### config.mk
export PLATFORM = sky130hd
export DESIGN_NAME = rtc_hour_weekday_counters
export DESIGN_NICKNAME = d
export VERILOG_FILES = /design/src/logic/rtc_hour_pkg.sv /design/src/logic/rtc_hour_weekday_counters.sv
export VERILOG_INCLUDE_DIRS = /design/src /design/src/logic
export SDC_FILE = /design/constraint.sdc
export NUM_CORES = 1
export LEC_CHECK = 0
export BUFFER_PORTS_ARGS = -buffer_cell sky130_fd_sc_hd__buf_2
export CORE_MARGIN = 2
export CORE_UTILIZATION = 39
export CTS_BUF_LIST = sky130_fd_sc_hd__clkbuf_8
export CTS_CLUSTER_DIAMETER = 200
export DETAILED_ROUTE_END_ITERATION = 10
export MAX_ROUTING_LAYER = met4
export PLACE_DENSITY = 0.78
export SYNTH_ARGS = -nofsm -noshare
export SYNTH_HDL_FRONTEND = slang
export SYNTH_SLANG_ARGS = --single-unit
### constraint.sdc
create_clock -name pclk -period 1.94 [get_ports pclk]
set_clock_uncertainty 0.2 [all_clocks]
set_input_delay 0.194 -clock pclk [delete_from_list [all_inputs] [get_ports pclk]]
set_output_delay 0.194 -clock pclk [all_outputs]
set_load 0.02 [all_outputs]
### src/logic/rtc_hour_map.svh
`ifndef RTC_HOUR_MAP_SVH
`define RTC_HOUR_MAP_SVH
`define HOUR_COUNT_OFFSET 12'h000
`define WEEKDAY_COUNT_OFFSET 12'h004
`define BUSY_BIT 7
`define HOUR_TENS_HI 5
`define HOUR_TENS_LO 4
`define HOUR_UNITS_HI 3
`define HOUR_UNITS_LO 0
`define WEEKDAY_HI 2
`define WEEKDAY_LO 0
`define HOUR_RESET 6'h00
`define WEEKDAY_RESET 3'h0
`define WEEKDAY_LAST 3'h6
`define WEEKDAY_RESERVED 3'h7
`define UNITS_LAST 4'h9
`define HOUR12_LAST 6'h11
`define HOUR24_LAST 6'h23
`define BUSY_CYCLES 2'h2
`endif

### src/logic/rtc_hour_pkg.sv
`default_nettype none
package rtc_hour_pkg;
    // bcd hour held as two digits
    typedef struct packed {
        logic [1:0] tens;
        logic [3:0] units;
    } bcd_hour_t;
    // apb request fields travelling together
    typedef struct packed {
        logic [11:0] addr;
        logic write;
        logic [31:0] wdata;
    } apb_req_t;
    // update sequencing
    typedef enum logic [1:0] {
        IDLE,
        UPDATE
    } upd_state_t;
endpackage : rtc_hour_pkg
`default_nettype wire

### src/logic/rtc_hour_weekday_counters.sv
// Added by the designer: the placing of the registers and the APB slave port.
`include "rtc_hour_map.svh"
`default_nettype none
module rtc_hour_weekday_counters (
    // apb clock and reset
    input wire logic pclk,
    input wire logic presetn,
    // apb slave
    input wire logic psel,
    input wire logic penable,
    input wire logic pwrite,
    input wire logic [11:0] paddr,
    input wire logic [31:0] pwdata,
    input wire logic [3:0] pstrb,
    output logic [31:0] prdata,
    output logic pready,
    output logic pslverr,
    // clock chain
    input wire logic hour_carry_in,
    input wire logic mode_24h,
    input wire logic busy_in,
    output logic day_carry_out,
    output logic update_in_progress
);
    import rtc_hour_pkg::*;

    bcd_hour_t hour_r;
    bcd_hour_t hour_nxt;
    logic [2:0] weekday_r;
    logic [2:0] weekday_nxt;
    logic [31:0] prdata_r;
    logic pslverr_r;
    logic pready_r;
    logic day_carry_r;
    // afternoon half of the twelve-hour day; only its end passes a daily carry
    logic pm_r;
    logic busy_r;
    logic [1:0] busy_cnt_r;
    upd_state_t state_r;
    apb_req_t req;

    // request bundle
    assign req = '{addr: paddr, write: pwrite, wdata: pwdata};

    // address decode; a write lands in the setup cycle's follow-on access
    wire access = psel && penable && !pready_r;
    wire sel_hour = req.addr == `HOUR_COUNT_OFFSET;
    wire sel_week = req.addr == `WEEKDAY_COUNT_OFFSET;
    wire mapped = sel_hour || sel_week;
    wire wr_hour = access && req.write && sel_hour && pstrb[0];
    wire wr_week = access && req.write && sel_week && pstrb[0];

    // tick decode
    wire units_wrap = hour_r.units == `UNITS_LAST;
    wire [5:0] hour_flat = {hour_r.tens, hour_r.units};
    wire [5:0] hour_last = mode_24h ? `HOUR24_LAST : `HOUR12_LAST;
    wire at_limit = hour_flat == hour_last;
    // daily carry: every 23->00, but only the pm->am 11->00 in twelve-hour mode
    wire day_tick = hour_carry_in && at_limit && (mode_24h || pm_r);
    // half-day toggles on each twelve-hour wrap; a software hour write holds it
    wire pm_flip = hour_carry_in && at_limit && !mode_24h && !wr_hour;
    wire pm_nxt = pm_r ^ pm_flip;

    // bcd hour increment with units carry into tens
    wire [3:0] units_inc = hour_r.units + 4'h1;
    wire [1:0] tens_inc = hour_r.tens + 2'h1;
    bcd_hour_t hour_tick;
    // wrap to 00 at the limit
    assign hour_tick = at_limit ? bcd_hour_t'(`HOUR_RESET) :
        (units_wrap ? bcd_hour_t'({tens_inc, 4'h0}) : bcd_hour_t'({hour_r.tens, units_inc}));

    // binary weekday steps, saturday wraps to sunday
    wire [2:0] week_inc = weekday_r + 3'h1;
    wire [2:0] week_tick = (weekday_r >= `WEEKDAY_LAST) ? `WEEKDAY_RESET : week_inc;

    // written tens digit kept in bits 5..4; software write beats a tick
    assign hour_nxt = wr_hour ?
        bcd_hour_t'(req.wdata[`HOUR_TENS_HI:`HOUR_UNITS_LO]) :
        (hour_carry_in ? hour_tick : hour_r);
    // a written 111 is stored as written; the next daily carry clears it
    assign weekday_nxt = wr_week ? req.wdata[`WEEKDAY_HI:`WEEKDAY_LO] :
        (day_tick ? week_tick : weekday_r);

    // read data with busy flag and zero reserved bits
    wire busy_now = busy_r || busy_in;
    wire [31:0] rd_hour = {24'h0, busy_now, 1'b0, hour_r.tens, hour_r.units};
    wire [31:0] rd_week = {24'h0, busy_now, 4'h0, weekday_r};
    wire [31:0] rd_mux = sel_hour ? rd_hour : (sel_week ? rd_week : 32'h0);

    // counters
    always_ff @(posedge pclk or negedge presetn) begin
        if (!presetn) begin
            hour_r <= bcd_hour_t'(`HOUR_RESET);
            weekday_r <= `WEEKDAY_RESET;
            pm_r <= 1'b0;
        end else begin
            hour_r <= hour_nxt;
            weekday_r <= weekday_nxt;
            pm_r <= pm_nxt;
        end
    end

    // busy window: held a few cycles after each hourly carry
    always_ff @(posedge pclk or negedge presetn) begin
        if (!presetn) begin
            state_r <= IDLE;
            busy_cnt_r <= 2'h0;
            busy_r <= 1'b0;
        end else begin
            case (state_r)
                IDLE: begin
                    if (hour_carry_in) begin
                        state_r <= UPDATE;
                        busy_cnt_r <= `BUSY_CYCLES;
                        busy_r <= 1'b1;
                    end
                end
                UPDATE: begin
                    if (busy_cnt_r == 2'h1) begin
                        state_r <= IDLE;
                        busy_r <= 1'b0;
                    end
                    busy_cnt_r <= busy_cnt_r - 2'h1;
                end
                default: begin
                    state_r <= IDLE;
                    busy_r <= 1'b0;
                end
            endcase
        end
    end

    // apb answer: one wait state, pready pulses in the second access cycle
    always_ff @(posedge pclk or negedge presetn) begin
        if (!presetn) begin
            pready_r <= 1'b0;
            prdata_r <= 32'h0;
            pslverr_r <= 1'b0;
            day_carry_r <= 1'b0;
        end else begin
            pready_r <= access;
            prdata_r <= (access && !req.write) ? rd_mux : 32'h0;
            pslverr_r <= access && !mapped;
            day_carry_r <= day_tick;
        end
    end

    // flag shown to the chain as well
    always_ff @(posedge pclk or negedge presetn) begin
        if (!presetn) begin
            update_in_progress <= 1'b0;
        end else begin
            update_in_progress <= busy_r || hour_carry_in || busy_in;
        end
    end

    assign prdata = prdata_r;
    assign pready = pready_r;
    assign pslverr = pslverr_r;
    assign day_carry_out = day_carry_r;
endmodule : rtc_hour_weekday_counters
`default_nettype wire

==> results.yml <==
critical_path:
  cp_cell_sequence: "and3b_2, nand4_1, or4b_4, mux2_4, a31o_1"
  critical_path.max_fanout: 5
  largest_delay_contributor_family_on_the_critical_path: "simple AND/OR/NAND/NOR gates"
  timing.critical_path.to_type: "flop"
  critical_path_data_required_time_ns: 1.90
  timing.critical_path.slowest_stage_cell: "sky130_fd_sc_hd__or4b_4"
  setup.worst_path.class: "reg2reg"
  cp.buffers_inverters: 0
  worstPathArrival_ns: 2.07
  critical-path-max-stage-delay_ns: 0.56
  cp-start-kind: "flop"
global_route:
  via_count_of_the_first_global_routing_pass: 1023
  grt_start_max_net_pins: 25
  wire_length_of_the_first_global_routing_pass_mm: 4.35
  total_track_usage_pct: 13.6
  grt.overflow.total: 0
  antenna_found_initial: 0
pwr:
  switching_power_uw: 529
  powerDensity_nw_per_um2: 914
  power.sequential.fraction_pct: 46.4
  p_int_mw: 1.06
  power.share.switching_pct: 33.2
  power.leakage_nw: 0.894
  ir_drop_worst_case_vdd_mv: 0.297
  pwr-share-comb_pct: 32.6
  power.share.clock_pct: 20.9
logic_synthesis:
  yosys-top-cells-count: "sky130_fd_sc_hd__buf_4 (25), sky130_fd_sc_hd__dfrtp_1 (24), sky130_fd_sc_hd__nor2_1 (19)"
  number_of_synthesized_register_bits: 24
  synthesis.area_per_instance_sq_um: 9.46
  synth.area.top_cells: "sky130_fd_sc_hd__dfrtp_1 (43%), sky130_fd_sc_hd__buf_4 (13%), sky130_fd_sc_hd__nor2_1 (5.1%)"
  synth.yosys.warnings: 0
  netlist.area_leader.share_pct: 42.9
  dominant_cell_by_count_in_the_synthesized_netlist: "sky130_fd_sc_hd__buf_4"
  netlist_instances: 148
  synth_flop_cell: "sky130_fd_sc_hd__dfrtp_1"
  post-synth-top-area-cell: "sky130_fd_sc_hd__dfrtp_1"
  number_of_enable_type_register_cells_in_the_synthesized_netlist: 0
  mappedNetlistArea_sq_um: 1400
  synth.lib_cells_used.distinct: 37
  synth-seq-area-share_pct: 42.9
  postSynth.asyncResetShare_pct: 100
placement:
  numPortBuffers: 37
  detailed_place_hpwl_mm: 1.98
  finalWeightedCongestion: 0.889
  post_dp_cell_area_sq_um: 1610
  post_place_setup_slack_ns: -0.216
clock_network:
  cts-buffers-inserted: 3
  clock_sinks: 24
  ctsLongestPathBuffers: 2
  cts_tree: "done"
  clk_latency_ns: 0.26
  cts.reportedPaths.clkPinSlew_ns: 0.08
  cts_root_buf: "sky130_fd_sc_hd__clkbuf_8"
  cts_max_level: 1
floorplanning:
  io_pins: 92
  initial_cell_density_of_the_core_pct: 41.3
  die_w_um: 63.9
  fp_rows: 21
  core_area_sq_um: 3390
  chipHeight_um: 63.9
  design.die.area_sq_um: 4090
outcome:
  outcome: "complete, but fails checks"
  violated_checks: "negative hold slack, negative setup slack"
route:
  wire_length_after_detailed_routing_mm: 2.58
  detailroute.via_count: 1138
  post_drt_via_cell_ratio: 4.59
  drtAntennaViolNets: 0
  drt-wirelength-per-cell_um: 10.4
  initial_drc_count: 74
  drcViolationCount: 0
  drt-pass1-iter-count: 4
timing:
  post-route-min-period_ns: 2.11
  final.setup.worst_slack_ns: -0.171
  clock.fmax_mhz: 474
  rsz_0062_raised_after_global_routing: "true"
  final_min_period_over_clock_period_pct: 109
  timing.final.setup_violations: 5
  worst_pin_slew_ns: 0.522
  timing.slew.headroom_pct: 65.2
  final-max-slew-violation-count: 0
  hold_ws_ns: -0.00154
  finalHoldViolations: 1
run:
  max-cap-violations: 0
cells_and_area:
  final_design_area_no_fill_sq_um: 1740
  finalNetCount: 263
  layout-area-overhead-vs-synth_pct: 24.2
  drive_gt1_share_pct: 31.2
  fillCellCount: 327
  antenna_cells: 0
min_path:
  hold_path.class: "in2reg"
-- area by class of cell --
type / instances / area [sq um] / area share, %
well taps: 46 / 57.6 / 3.31
flip-flops and latches: 24 / 601 / 34.5
inverters: 5 / 18.8 / 1.08
repair buffers: 53 / 315 / 18.1
multi-input cells: 116 / 692 / 39.8
clock buffers: 4 / 55.1 / 3.17
-- power groups by stage --
| stage | clock network, mW | registers, mW | logic, mW |
|---|---|---|---|
| global route | 0.369 | 0.765 | 0.593 |
| floorplan | 0 | 0.742 | 0.376 |
| detailed placement | 0 | 0.748 | 0.512 |
| global placement | 0 | 0.745 | 0.496 |
| CTS | 0.341 | 0.739 | 0.522 |
| finish | 0.333 | 0.739 | 0.519 |
-- routing by layer --
layer  wire length, um  track usage [%]
met5                 0                -
met4                34             4.08
met3               144             2.99
met2              1280             23.0
met1              1120             16.1
-- registers in the layout, summed over array words and instances (netlist names) --
register            cells
prdata                  7
update_in_progress      1
busy_r                  1
day_carry_out           1
pready                  1
busy_cnt_r              2
pm_r                    1
pslverr                 1
hour_flat               6
weekday_r               3
-- kinds of logic after synthesis --
logic type	count (synthesis)	share of synthesized area (%)
xor gates and xnor gates	1	0.626
muxes	7	5.27
AOI/OAI and AO/OA	26	11.4
and+or+nand+nor	53	20.6
other	1	0.268
buffers and inverters	32	15.4
DFF	24	42.9
adders and majority gates	4	3.57
-- stage by stage --
stage               TNS (ns)  hold WS [ns]  utilization, %  power (mW)  std cells
floorplan             -0.685        -0.302               -        1.12        172
global placement      -0.696      -0.00592            47.5        1.24        237
detailed placement    -0.731      0.000569            47.5        1.26        237
CTS                   -0.952       0.00206            50.7        1.60        246
global route           -1.23       0.00202            51.3        1.73        248
finish                -0.454      -0.00154            51.3        1.59        248
-- layout by cell type, fill, tap and decap left out, types with 2 or more instances in the layout --
cell / instances
sky130_fd_sc_hd__buf_4: 12
sky130_fd_sc_hd__mux2i_1: 4
sky130_fd_sc_hd__clkbuf_8: 4
sky130_fd_sc_hd__conb_1: 25
sky130_fd_sc_hd__nand2_1: 10
sky130_fd_sc_hd__nor3_1: 3
sky130_fd_sc_hd__a21oi_1: 12
sky130_fd_sc_hd__nand3b_1: 2
sky130_fd_sc_hd__a21boi_0: 2
sky130_fd_sc_hd__dfrtp_1: 24
sky130_fd_sc_hd__a31o_1: 2
sky130_fd_sc_hd__nor2_1: 19
sky130_fd_sc_hd__nand3_1: 2
sky130_fd_sc_hd__nand2b_1: 2
sky130_fd_sc_hd__and2_1: 4
sky130_fd_sc_hd__o21ai_0: 4
sky130_fd_sc_hd__mux2_4: 2
sky130_fd_sc_hd__buf_2: 37
sky130_fd_sc_hd__dlygate4sd3_1: 4
sky130_fd_sc_hd__inv_1: 5
sky130_fd_sc_hd__nor4_2: 2
sky130_fd_sc_hd__ha_1: 4
-- worst paths after layout --
kind | start | slack, ns | cells past startpoint | end
max in group asynchronous | presetn | 0.96 | 2 | prdata[4]
worst min-delay path | pwdata[0] | -0.002 | 3 | hour_flat[0]
worst max register to register | pready | -0.17 | 5 | hour_flat[5]
min in group asynchronous | presetn | 0.23 | 2 | prdata[0]
worst min register to register | pm_r | 0.27 | 1 | pm_r
worst max-delay path | pready | -0.17 | 5 | hour_flat[5]
-- what timing repair did --
| action | CTS | global route |
|---|---|---|
| gates cloned | 0 | 0 |
| hold buffers | 4 | 0 |
| endpoints found under the setup margin | 7 | 10 |
| resized for setup | 2 | 2 |
| hold endpoints to repair | 28 | 0 |
| pin swaps | 1 | 1 |
| setup buffers | 1 | 2 |
-- worst reg2reg max path: cells and delay by family, from the launching register on --
kind            cells  cell delay (ns)
compound gates      1             0.18
flops               1             0.37
mux                 1             0.33
simple gates        3             0.93
No activity file was read; power rests on OpenSTA's default activity.
